<file path="src/tmi_pkg.sv">
// shared constants and types of the terminal mode interpreter
package tmi_pkg;

    // character layout: column bits above row bits
    localparam int CODE_W = 7;
    localparam int COL_W  = 3;
    localparam int ROW_W  = 4;
    localparam int COL_LO = ROW_W;
    localparam int COL_HI = CODE_W - 1;

    // highest column that still holds control codes
    localparam logic [COL_W-1:0] COL_CTRL_MAX = 3'h1;

    // codes with a meaning in escape sequences
    localparam logic [CODE_W-1:0] ESC_CODE = 7'h1b;
    localparam logic [CODE_W-1:0] KEY_F    = 7'h46;
    localparam logic [CODE_W-1:0] KEY_G    = 7'h47;
    localparam logic [CODE_W-1:0] KEY_ONE  = 7'h31;
    localparam logic [CODE_W-1:0] KEY_TWO  = 7'h32;

    // printable codes that select a special symbol in graphic mode
    localparam logic [CODE_W-1:0] SYM_FIRST = 7'h61;
    localparam logic [CODE_W-1:0] SYM_LAST  = 7'h7e;
    localparam int                SYM_COUNT = 30;
    localparam int                SYM_W     = 5;

    // input buffer
    localparam int FIFO_DEPTH = 8;

    typedef enum logic [3:0] {
        MODE_ALPHA   = 4'b0001,
        MODE_GRAPHIC = 4'b0010,
        MODE_DRAW    = 4'b0100,
        MODE_ESC     = 4'b1000
    } tmi_mode_t;

    typedef enum logic [2:0] {
        KIND_TEXT   = 3'h0,
        KIND_SYMBOL = 3'h1,
        KIND_GRAPH  = 3'h2,
        KIND_CTRL   = 3'h3,
        KIND_ESCFN  = 3'h4
    } tmi_kind_t;

    typedef struct packed {
        tmi_kind_t          kind;
        logic [CODE_W-1:0]  code;
        logic [SYM_W-1:0]   symbol;
        tmi_mode_t          mode;
    } tmi_event_t;

endpackage

</file>
<file path="src/tmi_interpreter.sv">
// terminal mode interpreter with its input buffer
`timescale 1ns/1ps

module tmi_fifo #(
    parameter int W     = 7,
    parameter int DEPTH = 8
) (
    input  wire logic         clk_i,
    input  wire logic         reset_i,
    input  wire logic [W-1:0] in_data_i,
    input  wire logic         in_valid_i,
    output logic              in_ready_o,
    output logic [W-1:0]      out_data_o,
    output logic              out_valid_o,
    input  wire logic         out_ready_i
);
    localparam int AW = (DEPTH > 1) ? $clog2(DEPTH) : 1;
    localparam int CW = $clog2(DEPTH + 1);
    localparam logic [AW-1:0] PTR_LAST = AW'(DEPTH - 1);
    localparam logic [CW-1:0] CNT_FULL = CW'(DEPTH);
    localparam logic [CW-1:0] CNT_ONE  = CW'(1);

    typedef struct packed {
        logic [DEPTH-1:0][W-1:0] mem;
        logic [AW-1:0]           wp;
        logic [AW-1:0]           rp;
        logic [CW-1:0]           cnt;
        logic                    ready;
        logic                    valid;
    } tmi_fifo_st_t;

    localparam tmi_fifo_st_t ST_RST = '{
        mem:   '0,
        wp:    '0,
        rp:    '0,
        cnt:   '0,
        ready: 1'b1,
        valid: 1'b0
    };

    tmi_fifo_st_t st_r;
    tmi_fifo_st_t st_nxt;
    logic         push;
    logic         pop;

    always_comb begin
        push   = in_valid_i && st_r.ready;
        pop    = out_ready_i && st_r.valid;
        st_nxt = st_r;
        if (push) begin
            st_nxt.mem[st_r.wp] = in_data_i;
            st_nxt.wp = (st_r.wp == PTR_LAST) ? '0 : st_r.wp + 1'b1;
        end
        if (pop) begin
            st_nxt.rp = (st_r.rp == PTR_LAST) ? '0 : st_r.rp + 1'b1;
        end
        if (push && !pop) begin
            st_nxt.cnt = st_r.cnt + CNT_ONE;
        end else if (pop && !push) begin
            st_nxt.cnt = st_r.cnt - CNT_ONE;
        end
        st_nxt.ready = (st_nxt.cnt != CNT_FULL);
        st_nxt.valid = (st_nxt.cnt != '0);
    end

    always_ff @(posedge clk_i or posedge reset_i) begin
        if (reset_i) begin
            st_r <= ST_RST;
        end else begin
            st_r <= st_nxt;
        end
    end

    assign in_ready_o  = st_r.ready;
    assign out_valid_o = st_r.valid;
    assign out_data_o  = st_r.mem[st_r.rp];

endmodule // tmi_fifo

module tmi_interpreter #(
    parameter int DEPTH = tmi_pkg::FIFO_DEPTH
) (
    input  wire logic                         clk_i,
    input  wire logic                         reset_i,
    input  wire logic                         logic_reset_i,
    input  wire logic [tmi_pkg::CODE_W-1:0]   char_i,
    input  wire logic                         char_valid_i,
    output logic                              char_ready_o,
    output tmi_pkg::tmi_event_t               evt_o,
    output logic                              evt_valid_o,
    input  wire logic                         evt_ready_i,
    output tmi_pkg::tmi_mode_t                mode_o,
    output logic                              draw_ret_graphic_o
);
    typedef struct packed {
        logic                 lr_meta;
        logic                 lr_sync;
        tmi_pkg::tmi_mode_t   mode;
        tmi_pkg::tmi_mode_t   prev;
        logic                 draw_ret;
        logic                 evt_valid;
        tmi_pkg::tmi_event_t  evt;
    } tmi_state_t;

    localparam tmi_state_t ST_RST = '{
        lr_meta:   1'b0,
        lr_sync:   1'b0,
        mode:      tmi_pkg::MODE_ALPHA,
        prev:      tmi_pkg::MODE_ALPHA,
        draw_ret:  1'b0,
        evt_valid: 1'b0,
        evt:       '{kind:   tmi_pkg::KIND_TEXT,
                     code:   '0,
                     symbol: '0,
                     mode:   tmi_pkg::MODE_ALPHA}
    };

    tmi_state_t                  st_r;
    tmi_state_t                  st_nxt;
    logic [tmi_pkg::CODE_W-1:0]  code;
    logic                        code_valid;
    logic                        take;
    logic                        fifo_ready;
    logic                        is_ctrl;
    logic                        is_sym;

    tmi_fifo #(
        .W     (tmi_pkg::CODE_W),
        .DEPTH (DEPTH)
    ) u_fifo (
        .clk_i       (clk_i),
        .reset_i     (reset_i),
        .in_data_i   (char_i),
        .in_valid_i  (char_valid_i),
        .in_ready_o  (fifo_ready),
        .out_data_o  (code),
        .out_valid_o (code_valid),
        .out_ready_i (take)
    );

    // the output stage stalls the buffer while its event is unread
    assign take = code_valid && !st_r.lr_sync
               && (!st_r.evt_valid || evt_ready_i);

    // column field sits above the row field
    assign is_ctrl = code[tmi_pkg::COL_HI:tmi_pkg::COL_LO]
                     <= tmi_pkg::COL_CTRL_MAX;
    assign is_sym  = (code >= tmi_pkg::SYM_FIRST)
                  && (code <= tmi_pkg::SYM_LAST);

    always_comb begin
        logic [tmi_pkg::CODE_W-1:0] sym_off;
        sym_off = code - tmi_pkg::SYM_FIRST;
        st_nxt = st_r;
        st_nxt.lr_meta = logic_reset_i;
        st_nxt.lr_sync = st_r.lr_meta;
        if (st_r.evt_valid && evt_ready_i) begin
            st_nxt.evt_valid = 1'b0;
        end
        if (st_r.lr_sync) begin
            st_nxt.mode     = tmi_pkg::MODE_ALPHA;
            st_nxt.prev     = tmi_pkg::MODE_ALPHA;
            st_nxt.draw_ret = 1'b0;
        end else if (take) begin
            st_nxt.evt.code   = code;
            st_nxt.evt.symbol = '0;
            unique case (st_r.mode)
                tmi_pkg::MODE_ALPHA,
                tmi_pkg::MODE_GRAPHIC,
                tmi_pkg::MODE_DRAW: begin
                    st_nxt.evt.mode = st_r.mode;
                    if (code == tmi_pkg::ESC_CODE) begin
                        // remember where to come back to
                        st_nxt.prev = st_r.mode;
                        st_nxt.mode = tmi_pkg::MODE_ESC;
                    end else if (is_ctrl) begin
                        // executed, permanent mode untouched
                        st_nxt.evt_valid = 1'b1;
                        st_nxt.evt.kind  = tmi_pkg::KIND_CTRL;
                    end else if (st_r.mode == tmi_pkg::MODE_DRAW) begin
                        st_nxt.evt_valid = 1'b1;
                        st_nxt.evt.kind  = tmi_pkg::KIND_GRAPH;
                    end else if (st_r.mode == tmi_pkg::MODE_GRAPHIC
                                 && is_sym) begin
                        st_nxt.evt_valid  = 1'b1;
                        st_nxt.evt.kind   = tmi_pkg::KIND_SYMBOL;
                        st_nxt.evt.symbol = sym_off[tmi_pkg::SYM_W-1:0];
                    end else begin
                        st_nxt.evt_valid = 1'b1;
                        st_nxt.evt.kind  = tmi_pkg::KIND_TEXT;
                    end
                end
                tmi_pkg::MODE_ESC: begin
                    // the one character after escape resolves it
                    st_nxt.mode     = st_r.prev;
                    st_nxt.evt.mode = st_r.prev;
                    if (st_r.prev == tmi_pkg::MODE_DRAW) begin
                        if (code == tmi_pkg::KEY_TWO) begin
                            st_nxt.mode = st_r.draw_ret
                                        ? tmi_pkg::MODE_GRAPHIC
                                        : tmi_pkg::MODE_ALPHA;
                        end else if (code == tmi_pkg::KEY_F) begin
                            st_nxt.draw_ret = 1'b1;
                        end else if (code == tmi_pkg::KEY_G) begin
                            st_nxt.draw_ret = 1'b0;
                        end else if (code != tmi_pkg::KEY_ONE) begin
                            st_nxt.evt_valid = 1'b1;
                            st_nxt.evt.kind  = tmi_pkg::KIND_ESCFN;
                        end
                    end else if (code == tmi_pkg::KEY_ONE) begin
                        st_nxt.mode     = tmi_pkg::MODE_DRAW;
                        st_nxt.draw_ret =
                            (st_r.prev == tmi_pkg::MODE_GRAPHIC);
                    end else if (code == tmi_pkg::KEY_F) begin
                        st_nxt.mode = tmi_pkg::MODE_GRAPHIC;
                    end else if (code == tmi_pkg::KEY_G) begin
                        st_nxt.mode = tmi_pkg::MODE_ALPHA;
                    end else if (code != tmi_pkg::KEY_TWO) begin
                        st_nxt.evt_valid = 1'b1;
                        st_nxt.evt.kind  = tmi_pkg::KIND_ESCFN;
                    end
                end
                default: begin
                    st_nxt.mode = tmi_pkg::MODE_ALPHA;
                    st_nxt.prev = tmi_pkg::MODE_ALPHA;
                end
            endcase
        end
    end

    always_ff @(posedge clk_i or posedge reset_i) begin
        if (reset_i) begin
            st_r <= ST_RST;
        end else begin
            st_r <= st_nxt;
        end
    end

    assign char_ready_o       = fifo_ready;
    assign evt_o              = st_r.evt;
    assign evt_valid_o        = st_r.evt_valid;
    assign mode_o             = st_r.mode;
    assign draw_ret_graphic_o = st_r.draw_ret;

    // symbol index as the assertions expect it
    logic [tmi_pkg::CODE_W-1:0] sym_full;
    logic [tmi_pkg::SYM_W-1:0]  sym_idx;
    assign sym_full = code - tmi_pkg::SYM_FIRST;
    assign sym_idx  = sym_full[tmi_pkg::SYM_W-1:0];
endmodule // tmi_interpreter

</file>
<file path="config.mk">
export PLATFORM = sky130hd
export DESIGN_NAME = tmi_interpreter
export DESIGN_NICKNAME = d
export VERILOG_FILES = /design/src/tmi_pkg.sv /design/src/tmi_interpreter.sv
export SDC_FILE = /design/constraint.sdc
export NUM_CORES = 1
export LEC_CHECK = 0
export BUFFER_PORTS_ARGS = -buffer_cell sky130_fd_sc_hd__buf_2
export CAP_MARGIN = 20
export CORE_MARGIN = 3
export CORE_UTILIZATION = 35
export CTS_BUF_LIST = sky130_fd_sc_hd__clkbuf_8
export DETAILED_ROUTE_END_ITERATION = 12
export GPL_ROUTABILITY_DRIVEN = 1
export SLEW_MARGIN = 15
export SYNTH_ARGS = -nofsm -noshare
export SYNTH_HDL_FRONTEND = slang
export SYNTH_SLANG_ARGS = --single-unit
</file>
<file path="constraint.sdc">
create_clock -name clk_i -period 2.7 [get_ports clk_i]
set_input_delay 0.135 -clock clk_i [delete_from_list [all_inputs] [get_ports clk_i]]
set_output_delay 0.135 -clock clk_i [all_outputs]
set_load 0.02 [all_outputs]
</file>
==> impl_metrics.ini <==
[setup_path]
critPathTopFamily = multiplexers
crit-reg2reg-launch = u_fifo.st_r[6]
crit_path_end = mode_o[1]
critPathBufInv = 1
r2r_end = mode_o[1]
crit_path_start_kind = register
crit_chain = buf_12, mux4_1, mux2i_4, and4bb_1, nand3_1, a21boi_1, o22ai_1, a22o_1
ff2ff_setup_slack_ns = 0.13
crit_fanout = 7
end_kind = register
reg2regPathDepth = 8
startpoint = u_fifo.st_r[6]
worstPathRequired_ns = 2.95
critPathMaxStageDelay_ns = 0.61
cp.depth = 8
cp_slowest_cell = mux4_1
crit_type = reg -> reg
critical_path_arrival_ns = 2.82

[die]
die_x_um = 126.7
dieArea_sq_um = 16050
start_util_pct = 36.31
rows = 43
ios = 38
die_y_um = 126.7
coreArea_sq_um = 14040

[pwr]
power_per_cell_area_nw_per_um2 = 1201
p_leak_nw = 2.455
ir_drop_mv = 0.5357
finalPower_mw = 6.859

[final_layout]
num_antenna_cells = 0
area_delta_synth_final_pct = 12.05
n_fill_cell = 1319
layout-drive-gt1-share_pct = 40.58
fin_nets = 464

[clock_tree]
tritoncts = built
clock_path_buffers = 2
path_clk_slew_ns = 0.10
clkLatencyLatePin_ns = 0.37
clock-sinks = 99
h-tree-depth = 3
cts_buffers = 9
root_buffer = clkbuf_8

[grt]
grt_usage_pct = 13.42
antenna_found_initial = 0
grt_pass1_vias = 3296
grt_pass1_wl_mm = 17.17
grt_overflow = 0
grt_max_degree = 39

[sta]
worstMarginPinSlew_ns = 0.8061
rsz0062_at_grt = no
finalSetupViolations = 0
hold_viol = 0
final.min_clock_period_ns = 2.571
fin_tns_setup_ns = 0
min_period_over_period_pct = 95.20
max_freq_mhz = 389.0
hold_ws_ns = 0.09414
slew_headroom_pct = 45.51
finalMaxSlewViolations = 0
clock_skew_ns = 0.01227

[place]
dp_hpwl_mm = 7.442
place_congestion = 0.8702
placement.io_buffers = 37

[synth]
syn_area_per_cell_sq_um = 12.53
yosysSeqAreaShare_pct = 48.69
synth_cell_types = 62
postSynthRegisterBits = 99
synth_top_area_cell = dfrtp_1
async_flop_share_pct = 100.0
ys_warn_count = 0
synthTopCellsByArea = dfrtp_1 (47%), mux2_2 (13%), mux4_1 (3.6%), buf_4 (3.4%), mux4_2 (3.1%)
syn-num-nets = 429
synthCells = 407
synth_edf_count = 0
ys.flop_type = dfrtp_1
syn_area_sq_um = 5099
netlist.area_leader.share_pct = 46.63

[route]
antenna_left = 0
firstDrtPassIters = 4
dr.max_layer_used = met4
wl_per_cell_um = 16.83
drt-met1-wl_mm = 4.815
via_count = 3165
drc_errors = 0
wl_met3_um = 415
first_iter_violations = 184
totalWireLength_mm = 10.54
via_per_inst = 5.056
wl_met2_mm = 5.217

[status]
status = finished, final reports clean

[hold_path]
hp-class = in -> reg

[job]
cap_violations = 0
==> per-layer routing <==
layer	vias up	global-route usage, %
met1	1598	18.01
met4	0	3.155
met3	10	3.032
met2	54	22.23
met5	-	0
li1	1503	-
==> final cells by class <==
| cell class | count | area (sq um) | share of cell area [%] |
|---|---|---|---|
| Clock buffer | 9 | 123.9 | 2.168 |
| Clock inverter | 6 | 67.56 | 1.183 |
| Inverter | 8 | 33.78 | 0.5913 |
| Multi-Input combinational cell | 256 | 2313 | 40.49 |
| Sequential cell | 99 | 2484 | 43.47 |
| Tap cell | 180 | 225.2 | 3.942 |
| Timing Repair Buffer | 68 | 465.4 | 8.147 |
==> sequential cells by signal, summed over array words and instances, names as in the netlist <==
signal	flops
u_fifo.st_r	66
evt_o	19
st_r	5
mode_o	4
draw_ret_graphic_o	1
evt_valid_o	1
st_nxt	1
u_fifo.in_ready_o	1
u_fifo.out_valid_o	1
==> synthesized netlist by cell type (all sizes together) (5+ instances only) <==
library cell   n
nand2b         6
dfrtp         95
inv            8
o21ai         22
mux2i          9
ha            10
nor2          14
mux2          58
buf           32
nand2         33
nor3           8
clkbuf        12
mux4          14
nand3          9
xnor2          7
a21oi          8
o211ai         5
==> where the power goes <==
part           internal [mW]  switching, mW
clock                  0.428          0.515
combinational           1.76           1.64
sequential              2.10          0.410
==> how the worst min path moves through the flow <==
stage | startpoint | to | slack (ns) | depth (start not counted)
after floorplan | logic_reset_i | st_nxt[29] | 0.17 | 0
after global placement | logic_reset_i | st_nxt[29] | 0.26 | 1
after detailed placement | logic_reset_i | st_nxt[29] | 0.26 | 1
after CTS | evt_ready_i | evt_valid_o | 0.07 | 3
after global routing | char_i[2] | u_fifo.st_r[14] | 0.09 | 2
final | evt_ready_i | evt_valid_o | 0.09 | 3
==> repair_timing <==
item,CTS,global route
endpoints found under the setup margin,0,14
hold endpoints to repair,30,0
setup buffers,0,6
resized for setup,0,10
hold buffers,2,0
==> stage by stage <==
stage	utilization (%)	setup WS, ns	instance area [sq um]	cells
2_1_floorplan	-	0.1416	5102	407
6_report	40.68	0.1295	5713	626
3_3_place_gp	38.47	0.1436	5403	602
3_5_place_dp	38.47	0.06394	5403	602
5_1_grt	40.68	0.001936	5713	626
4_1_cts	39.98	0.03387	5614	619
==> cells in the final DEF, fill, tap and decap left out, types with 3 or more instances in the layout <==
| cell | n |
|---|---|
| buf_2 | 37 |
| clkbuf_8 | 9 |
| nand3b_1 | 4 |
| mux2i_4 | 6 |
| inv_1 | 7 |
| o211ai_1 | 4 |
| mux4_2 | 9 |
| a21o_1 | 3 |
| a21oi_1 | 8 |
| nor3_1 | 7 |
| ha_1 | 8 |
| o21ai_2 | 5 |
| o21ai_0 | 15 |
| nand2b_1 | 6 |
| nand2_1 | 33 |
| nor2_1 | 13 |
| nor3b_1 | 4 |
| mux2_2 | 58 |
| buf_4 | 26 |
| mux4_1 | 5 |
| nor2b_1 | 4 |
| o22ai_1 | 3 |
| nand3_1 | 8 |
| dfrtp_1 | 94 |
| xnor2_1 | 7 |
| dfstp_2 | 4 |
==> cells by family (layout without fill, tap and decap cells) <==
family	after synthesis	count (layout)	synth area share, %
xor+xnor	9	9	1.546
compound gates	54	54	7.264
fa+ha+maj	10	10	2.454
simple gates	102	102	11.34
flops	99	99	48.69
mux	81	81	22.23
buf+inv	52	91	6.479
==> worst min-delay path: stages <==
cell and delay (ns):
buf_2 0.08, nand2b_1 0.14, o21ai_1 0.08
No activity file was read; power rests on OpenSTA's default activity.
